[src/logic/acp_cfg.svh]
// constants of the conversion and power control block: offsets, fields,
// reset values and timing counts
// assumes a 20 MHz clock and a 16-bit register port
`ifndef ACP_CFG_SVH
`define ACP_CFG_SVH
`define ACP_ADDR_W        4
`define ACP_DATA_W        16
`define ACP_ADDR_CONFIG   4'h0
`define ACP_ADDR_STATUS   4'h4
`define ACP_ADDR_COUNT    4'h8
`define ACP_CFG_PD_CMD    0
`define ACP_CFG_PD_SRC    1
`define ACP_CFG_SCALED    2
`define ACP_CFG_W         3
`define ACP_CFG_RESET     3'h0
`define ACP_ST_BUSY       0
`define ACP_ST_PWRDN      1
`define ACP_ST_LOWI       2
`define ACP_ST_REF        3
`define ACP_ST_BUF        4
`define ACP_ST_TEMP       5
`define ACP_ST_EXTIN      6
`define ACP_ST_RSTH       7
`define ACP_COUNT_RESET   16'h0000
`define ACP_CLK_PERIOD_NS 50
`define ACP_CONV_TIME_NS  700
`define ACP_CONV_CYCLES   ((`ACP_CONV_TIME_NS + `ACP_CLK_PERIOD_NS - 1) / `ACP_CLK_PERIOD_NS)
`define ACP_CNT_W         5
`endif

[src/logic/acp_pkg.sv]
// types shared by the conversion and power control block
// assumes acp_cfg.svh is on the include path
`include "acp_cfg.svh"
package acp_pkg;
  typedef enum logic [1:0] {
    st_acquire,
    st_convert,
    st_power_down,
    st_reset_hold
  } acp_state_e;

  typedef struct packed {
    logic scaled_mode;
    logic pd_src_reg;
    logic pd_cmd;
  } acp_cfg_s;

  typedef struct packed {
    logic use_buffer_reference_input;
    logic temp_on;
    logic buf_on;
    logic int_ref_on;
  } acp_ref_s;

  typedef logic [`ACP_DATA_W-1:0] acp_data_t;
  typedef logic [`ACP_ADDR_W-1:0] acp_addr_t;
endpackage : acp_pkg

[src/logic/acp_edge_det.sv]
// edge detector for a level that is already synchronous to clk
// assumes the input idles at IDLE_LEVEL out of reset
`timescale 1ns/100ps
`default_nettype none
module acp_edge_det
  import acp_pkg::*;
#(
  parameter logic IDLE_LEVEL = 1'b1
) (
  input  wire logic clk,
  input  wire logic nrst,
  input  wire logic level,
  output var  logic rise,
  output var  logic fall
);
  logic prev_q;

  always_ff @(posedge clk or negedge nrst) begin
    if (!nrst) begin
      prev_q <= IDLE_LEVEL;
    end else begin
      prev_q <= level;
    end
  end

  assign rise = level & ~prev_q;
  assign fall = ~level & prev_q;
endmodule : acp_edge_det
`default_nettype wire

[src/logic/acp_conv_timer.sv]
// conversion timer: counts a fixed number of clocks per conversion
// assumes start is only raised while idle; abort wins over done
`timescale 1ns/100ps
`default_nettype none
`include "acp_cfg.svh"
module acp_conv_timer
  import acp_pkg::*;
(
  input  wire logic clk,
  input  wire logic nrst,
  input  wire logic start,
  input  wire logic abort,
  output var  logic busy,
  output var  logic done
);
  localparam int W = `ACP_CNT_W;
  localparam logic [W-1:0] LAST = W'(`ACP_CONV_CYCLES - 1);

  logic         busy_q;
  logic [W-1:0] cnt_q;

  assign done = busy_q & (cnt_q == '0) & ~abort;
  assign busy = busy_q;

  always_ff @(posedge clk or negedge nrst) begin
    if (!nrst) begin
      busy_q <= 1'b0;
      cnt_q  <= '0;
    end else if (busy_q) begin
      busy_q <= ~(abort | done);
      cnt_q  <= cnt_q - W'(1);
    end else if (start) begin
      busy_q <= 1'b1;
      cnt_q  <= LAST;
    end
  end
endmodule : acp_conv_timer
`default_nettype wire

[src/logic/acp_top.sv]
// conversion start, power-down, scaled power and reference control
// assumes all pins are synchronous to clk; the register port never waits
`timescale 1ns/100ps
`default_nettype none
`include "acp_cfg.svh"

// Functional notes
// a falling edge on conversion_start_n alone launches a conversion
// a running conversion completes; new starts and power-down cannot stop it
// starting ignores chip select and read enable entirely
// power_down_pin high puts the converter into minimum-current power-down
// power-down waits for the running conversion; the bus stays active
// with register control selected, power_down_pin is ignored
// scaled-power mode drops to low current after each conversion
// the register interface keeps working during acquisition
// both reference pins low enable internal reference, buffer and temperature output
// reference off, buffer on: buffer the external buffer_reference_input
// both reference pins high disable reference and buffer
// temperature output only while the internal reference is on
// reset pin high aborts and tristates; its fall clears configuration
// starts during a running conversion are dropped, never queued
module acp_top
  import acp_pkg::*;
(
  input  wire logic      clk,
  input  wire logic      nrst,
  input  wire logic      conversion_start_n,
  input  wire logic      power_down_pin,
  input  wire logic      reference_off_pin,
  input  wire logic      ref_buffer_off_pin,
  input  wire logic      conv_reset_pin,
  input  wire logic      chip_select_n,
  input  wire logic      read_enable_n,
  input  wire acp_addr_t addr,
  input  wire acp_data_t wr_data,
  input  wire logic      wr_en,
  input  wire logic      rd_en,
  output var  acp_data_t rd_data,
  output var  logic      busy,
  output var  logic      conv_done,
  output var  logic      powered_down,
  output var  logic      low_current,
  output var  acp_ref_s  ref_ctrl,
  output var  logic      data_bus_oe
);
  // ----------------------------------------------------------------
  // declarations
  // ----------------------------------------------------------------
  acp_state_e state_q;
  acp_state_e state_d;
  acp_cfg_s   cfg_q;
  acp_cfg_s   cfg_d;
  acp_ref_s   ref_q;
  acp_ref_s   ref_d;
  acp_data_t  rd_data_q;
  acp_data_t  rd_mux;
  acp_data_t  count_q;
  logic       busy_q;
  logic       done_q;
  logic       pwrdn_q;
  logic       lowi_q;
  logic       oe_q;
  logic       conv_fall;
  logic       rst_fall;
  logic       conv_go;
  logic       pd_req;
  logic       tmr_busy;
  logic       tmr_done;

  // ----------------------------------------------------------------
  // pin edges and conversion timer
  // ----------------------------------------------------------------
  acp_edge_det #(
    .IDLE_LEVEL (1'b1)
  ) u_start_edge (
    .clk   (clk),
    .nrst  (nrst),
    .level (conversion_start_n),
    .rise  (),
    .fall  (conv_fall)
  );

  acp_edge_det #(
    .IDLE_LEVEL (1'b0)
  ) u_reset_edge (
    .clk   (clk),
    .nrst  (nrst),
    .level (conv_reset_pin),
    .rise  (),
    .fall  (rst_fall)
  );

  // chip select and read enable play no part in launching
  assign conv_go = (state_q == st_acquire) & conv_fall & ~conv_reset_pin;

  acp_conv_timer u_timer (
    .clk   (clk),
    .nrst  (nrst),
    .start (conv_go),
    .abort (conv_reset_pin),
    .busy  (tmr_busy),
    .done  (tmr_done)
  );

  // ----------------------------------------------------------------
  // power-down request
  // ----------------------------------------------------------------
  // host must still tie the pin; the mux only stops it from glitching state
  assign pd_req = cfg_q.pd_src_reg ? cfg_q.pd_cmd : power_down_pin;

  // ----------------------------------------------------------------
  // operating state
  // ----------------------------------------------------------------
  always_comb begin
    state_d = state_q;
    unique case (state_q)
      st_acquire: begin
        if (conv_reset_pin) begin
          state_d = st_reset_hold;
        end else if (conv_fall) begin
          state_d = st_convert;
        end else if (pd_req) begin
          state_d = st_power_down;
        end
      end
      st_convert: begin
        // start edges are not looked at here; pd_req only once tmr_done is high
        if (conv_reset_pin) begin
          state_d = st_reset_hold;
        end else if (tmr_done) begin
          state_d = pd_req ? st_power_down : st_acquire;
        end
      end
      st_power_down: begin
        if (conv_reset_pin) begin
          state_d = st_reset_hold;
        end else if (!pd_req) begin
          state_d = st_acquire;
        end
      end
      st_reset_hold: begin
        if (!conv_reset_pin) begin
          state_d = st_acquire;
        end
      end
    endcase
  end

  always_ff @(posedge clk or negedge nrst) begin
    if (!nrst) begin
      state_q <= st_acquire;
    end else begin
      state_q <= state_d;
    end
  end

  always_ff @(posedge clk or negedge nrst) begin
    if (!nrst) begin
      busy_q  <= 1'b0;
      done_q  <= 1'b0;
      pwrdn_q <= 1'b0;
      lowi_q  <= 1'b0;
    end else begin
      busy_q  <= (state_d == st_convert);
      done_q  <= tmr_done;
      pwrdn_q <= (state_d == st_power_down);
      // low current after each conversion costs wake-up only on the next start
      lowi_q  <= (state_d == st_power_down) | (cfg_d.scaled_mode & (state_d == st_acquire));
    end
  end

  // ----------------------------------------------------------------
  // reference control
  // ----------------------------------------------------------------
  always_comb begin
    ref_d.int_ref_on                 = ~reference_off_pin;
    ref_d.buf_on                     = ~ref_buffer_off_pin;
    ref_d.temp_on                    = ~reference_off_pin & ~ref_buffer_off_pin;
    ref_d.use_buffer_reference_input = reference_off_pin & ~ref_buffer_off_pin;
  end

  always_ff @(posedge clk or negedge nrst) begin
    if (!nrst) begin
      ref_q <= '0;
    end else begin
      ref_q <= ref_d;
    end
  end

  // ----------------------------------------------------------------
  // data bus enable
  // ----------------------------------------------------------------
  always_ff @(posedge clk or negedge nrst) begin
    if (!nrst) begin
      oe_q <= 1'b0;
    end else begin
      oe_q <= ~conv_reset_pin & ~chip_select_n & ~read_enable_n;
    end
  end

  // ----------------------------------------------------------------
  // registers
  // ----------------------------------------------------------------
  always_comb begin
    cfg_d = cfg_q;
    if (rst_fall) begin
      cfg_d = `ACP_CFG_RESET;
    end else if (wr_en && addr == `ACP_ADDR_CONFIG) begin
      cfg_d = wr_data[`ACP_CFG_W-1:0];
    end
  end

  always_ff @(posedge clk or negedge nrst) begin
    if (!nrst) begin
      cfg_q <= `ACP_CFG_RESET;
    end else begin
      cfg_q <= cfg_d;
    end
  end

  // wraps silently; software reads differences
  always_ff @(posedge clk or negedge nrst) begin
    if (!nrst) begin
      count_q <= `ACP_COUNT_RESET;
    end else if (rst_fall) begin
      count_q <= `ACP_COUNT_RESET;
    end else if (tmr_done) begin
      count_q <= count_q + 16'h0001;
    end
  end

  always_comb begin
    rd_mux = '0;
    unique case (addr)
      `ACP_ADDR_CONFIG: begin
        rd_mux[`ACP_CFG_W-1:0] = cfg_q;
      end
      `ACP_ADDR_STATUS: begin
        rd_mux[`ACP_ST_BUSY]  = busy_q;
        rd_mux[`ACP_ST_PWRDN] = pwrdn_q;
        rd_mux[`ACP_ST_LOWI]  = lowi_q;
        rd_mux[`ACP_ST_REF]   = ref_q.int_ref_on;
        rd_mux[`ACP_ST_BUF]   = ref_q.buf_on;
        rd_mux[`ACP_ST_TEMP]  = ref_q.temp_on;
        rd_mux[`ACP_ST_EXTIN] = ref_q.use_buffer_reference_input;
        rd_mux[`ACP_ST_RSTH]  = (state_q == st_reset_hold);
      end
      `ACP_ADDR_COUNT: begin
        rd_mux = count_q;
      end
      default: begin
        rd_mux = '0;
      end
    endcase
  end

  // read port runs in every state, power-down included
  always_ff @(posedge clk or negedge nrst) begin
    if (!nrst) begin
      rd_data_q <= '0;
    end else begin
      rd_data_q <= rd_en ? rd_mux : '0;
    end
  end

  // ----------------------------------------------------------------
  // outputs
  // ----------------------------------------------------------------
  assign rd_data      = rd_data_q;
  assign busy         = busy_q;
  assign conv_done    = done_q;
  assign powered_down = pwrdn_q;
  assign low_current  = lowi_q;
  assign ref_ctrl     = ref_q;
  assign data_bus_oe  = oe_q;

  // ----------------------------------------------------------------
  // checks
  // ----------------------------------------------------------------
  localparam int CONV_CYC = `ACP_CONV_CYCLES;

  logic [7:0] busy_len_q;
  always_ff @(posedge clk or negedge nrst) begin
    if (!nrst) begin
      busy_len_q <= '0;
    end else begin
      busy_len_q <= busy_q ? busy_len_q + 8'h01 : 8'h00;
    end
  end
endmodule : acp_top
`default_nettype wire

[config.mk]
export PLATFORM = sky130hd
export DESIGN_NAME = acp_top
export DESIGN_NICKNAME = d
export VERILOG_FILES = /design/src/logic/acp_pkg.sv /design/src/logic/acp_edge_det.sv /design/src/logic/acp_conv_timer.sv /design/src/logic/acp_top.sv
export VERILOG_INCLUDE_DIRS = /design/src /design/src/logic
export SDC_FILE = /design/constraint.sdc
export NUM_CORES = 1
export LEC_CHECK = 0
export ABC_AREA = 1
export BUFFER_PORTS_ARGS = -buffer_cell sky130_fd_sc_hd__buf_2
export CORE_ASPECT_RATIO = 1.1
export CORE_MARGIN = 3
export CORE_UTILIZATION = 53
export CTS_BUF_LIST = sky130_fd_sc_hd__clkbuf_4 sky130_fd_sc_hd__clkbuf_8 sky130_fd_sc_hd__clkbuf_16
export DETAILED_ROUTE_END_ITERATION = 10
export GPL_TIMING_DRIVEN = 1
export PLACE_DENSITY = 0.8
export SLEW_MARGIN = 10
export SYNTH_ARGS = -nofsm -noshare
export SYNTH_HDL_FRONTEND = slang
export SYNTH_SLANG_ARGS = --single-unit
[constraint.sdc]
create_clock -name clk -period 1.56 [get_ports clk]
set_input_delay 0.078 -clock clk [delete_from_list [all_inputs] [get_ports clk]]
set_output_delay 0.078 -clock clk [all_outputs]
set_load 0.05 [all_outputs]
==> run summary <==
Die Y-Extent: 78.1 um
WHS Path Cells: 3
RR Startpoint: u_timer.cnt_q[1]
Setup CP Type: flop to flop
pre-CTS setup slack: 52.2 ps
fraction of registers with async set/reset: 100%
WL final: 5370 um
Avg Cell Area, Syn: 8.25 um^2
layout cells sized above 1: 22.8%
final-report hold violation count: 0
Setup crit start kind: flop
area occupied by registers: 1350 um^2
r2r worst-path depth: 10
total global-route track usage: 19.9%
TritonCTS Buffers: 5
via-per-instance ratio: 5.27
Final Skew: 7.17 ps
GP Congestion: 0.860
H-tree depth: 2
Hold Path Class: input pin to flop
most frequent cells in the layout: nand2_1, dfrtp_1, buf_2, inv_1, nor2_1
total die area: 5580 um^2
worst reg2reg endpoint: count_q[11]
first-pass GRT wire length: 8760 um
I/O pin count: 56
TritonRoute pass-1 iters: 5
Cell Area, Synth: 2500 um^2
nets: 402
Int Pwr: 2.06 mW
initial antenna violation count: 0
pwr dens: 925 nW/um^2
final worst-path cycle share: 102%
outcome: complete, but fails checks
failing checks: setup timing
largest net degree at the start of global routing: 55
Final Cell Area: 3100 um^2
Reg power frac: 54.8%
Sw Share: 28.3%
minimum clock period: 1590 ps
core area: 4410 um^2
Seq/Total Area, Yosys: 54.1%
Pwr Total: 2.87 mW
initial drt markers: 116
syn_nets: 337
synth unique cells: 28
RSZ-0062 raised after global routing: true
max cap viols: 0
Chip Width: 71.5 um
Post-synth EDFFs: 0
synthesized flop and latch total: 54
CP arrival: 1790 ps
initial core utilization: 56.7%
setup TNS: -31.1 ps
vias in the first global route: 2,109
Syn. warnings: 0
post-route worst setup slack: -29.9 ps
clock sink total: 54
I/O Buffers: 42
Worst-path clk slew: 90 ps
DP HPWL: 3770 um
Area Growth Syn to Fin: 24.0%
placed inst area: 2820 um^2
Via Count: 2,228
Clock power frac: 28.1%
Synth Instances: 303
area of the multi-input gates: 1020 um^2
Reg2Reg Setup Slack: -30 ps
CTS Buffer Depth: 2
area leader, netlist: dfrtp_1
Hold EP: cfg_q[1]
Rel. slew slack: 67.7%
DRC Markers: 0
share of total power in combinational logic: 17.1%
Req. time, crit path: 1760 ps
grt ovf: 0
Fill cells: 341
slew at the pin with the worst max-slew slack: 482 ps
final setup violation count: 2
WL/cell: 12.7 um
root buffer cell: clkbuf_8
worst-skew pair later-pin latency: 310 ps
Synth top area share: 53.0%
ANT cells: 0
Main synth FF type: dfrtp_1
CTS tree: built
crit end category: flop
fin. max-slew vios: 0
Hold Crit Start: wr_data[1]
FMAX: 629 MHz
worst vdd ir: 581 uV
CP max FO: 5
main area contributors after synthesis: dfrtp_1, nand2_1, inv_1, nor2_1, nand3_1
commonest non-fill, non-tap cell in the layout: nand2_1
Hold Worst Slack: 16.7 ps
Net Sw Power: 0.811 mW
leakage: 1.62 nW
number of cell rows: 25
post-route ant nets: 0
[area by class of cell]
cell class              instances  share of cell area [%]
clock buffers                   7                    2.91
multi-input cells             202                    33.0
repair buffers                 60                    12.6
well taps                      54                    2.18
flip-flops and latches         54                    43.6
clock inverters                 1                   0.161
inverters                      45                    5.57
[routing by layer]
layer / part of all wire, % / wire, um / track usage (%) / vias up
met4: 1.8 / 98 / 7.14 / 0
met5: 0 / 0 / 0 / -
met2: 51 / 2750 / 36.8 / 67
met1: 41 / 2200 / 22.3 / 1050
li1: - / - / - / 1100
met3: 6.0 / 320 / 4.10 / 11
[what timing repair did]
action / 4_1_cts / 5_1_grt
endpoints found under the hold margin: 60 / 0
endpoints found under the setup margin: 0 / 14
buffers inserted: 0 / 4
hold buffers: 8 / 0
gates resized for setup: 0 / 18
[Yosys cell counts, types with 2 or more instances]
cell type / number
nand2_2: 2
nor3_1: 6
a21oi_1: 13
o21ai_0: 13
nand2_1: 79
nand3_1: 25
o211ai_1: 2
nor3_2: 2
ha_1: 3
dfrtp_1: 53
nand3b_1: 2
nor2_4: 2
inv_1: 44
nor2_2: 3
nand4_1: 8
nor2_1: 34
[cells by family (layout without fill, tap and decap cells)]
family	Yosys count	in the layout	synth area share [%]
buffers and inverters	48	113	7.25
DFF	54	54	54.1
and+or+nand+nor	166	167	30.3
adders and majority gates	3	3	1.50
AOI/OAI and AO/OA	32	32	6.85
[critical path, stage by stage (launching register included)]
cell and delay (ps):
dfrtp_1 420, inv_2 90, ha_4 150, nand2_4 50, nor2_4 150, buf_4 130, nand3_2 120, nor2_2 160
nand3b_1 90, nand2_1 80, nor2_1 40
[registers in the layout, summed over array words and instances (netlist names)]
name and count:
count_q 16, powered_down 1, u_timer.busy 1, rd_data 16, u_timer.cnt_q 5, u_start_edge.prev_q 1, u_reset_edge.prev_q 1, cfg_q 3
conv_done 1, state_q 2, ref_ctrl 4, low_current 1, busy 1, data_bus_oe 1
[metrics by stage]
step / instances / util, %
4_1_cts: 418 / 68.0
6_report: 423 / 70.3
5_1_grt: 423 / 70.3
3_5_place_dp: 402 / 64.0
3_3_place_gp: 402 / 64.0
2_1_floorplan: 303 / -
[worst max-delay path by stage]
stage	to	start	slack, ps
final	count_q[11]	u_timer.cnt_q[1]	-30
after global placement	count_q[12]	u_timer.cnt_q[1]	110
after detailed placement	count_q[13]	u_timer.cnt_q[1]	50
after floorplan	count_q[12]	u_timer.cnt_q[0]	170
after global routing	count_q[11]	u_timer.cnt_q[1]	-90
after CTS	count_q[13]	u_timer.cnt_q[1]	40
[power groups by stage]
stage                     sequential [mW]  combinational, mW  clock, mW
after floorplan                      1.61              0.176          0
after global placement               1.57              0.362          0
after detailed placement             1.58              0.384          0
after CTS                            1.55              0.399      0.830
after global routing                 1.58              0.539      0.882
final                                1.57              0.490      0.806
(Power assumes the default switching activity.)
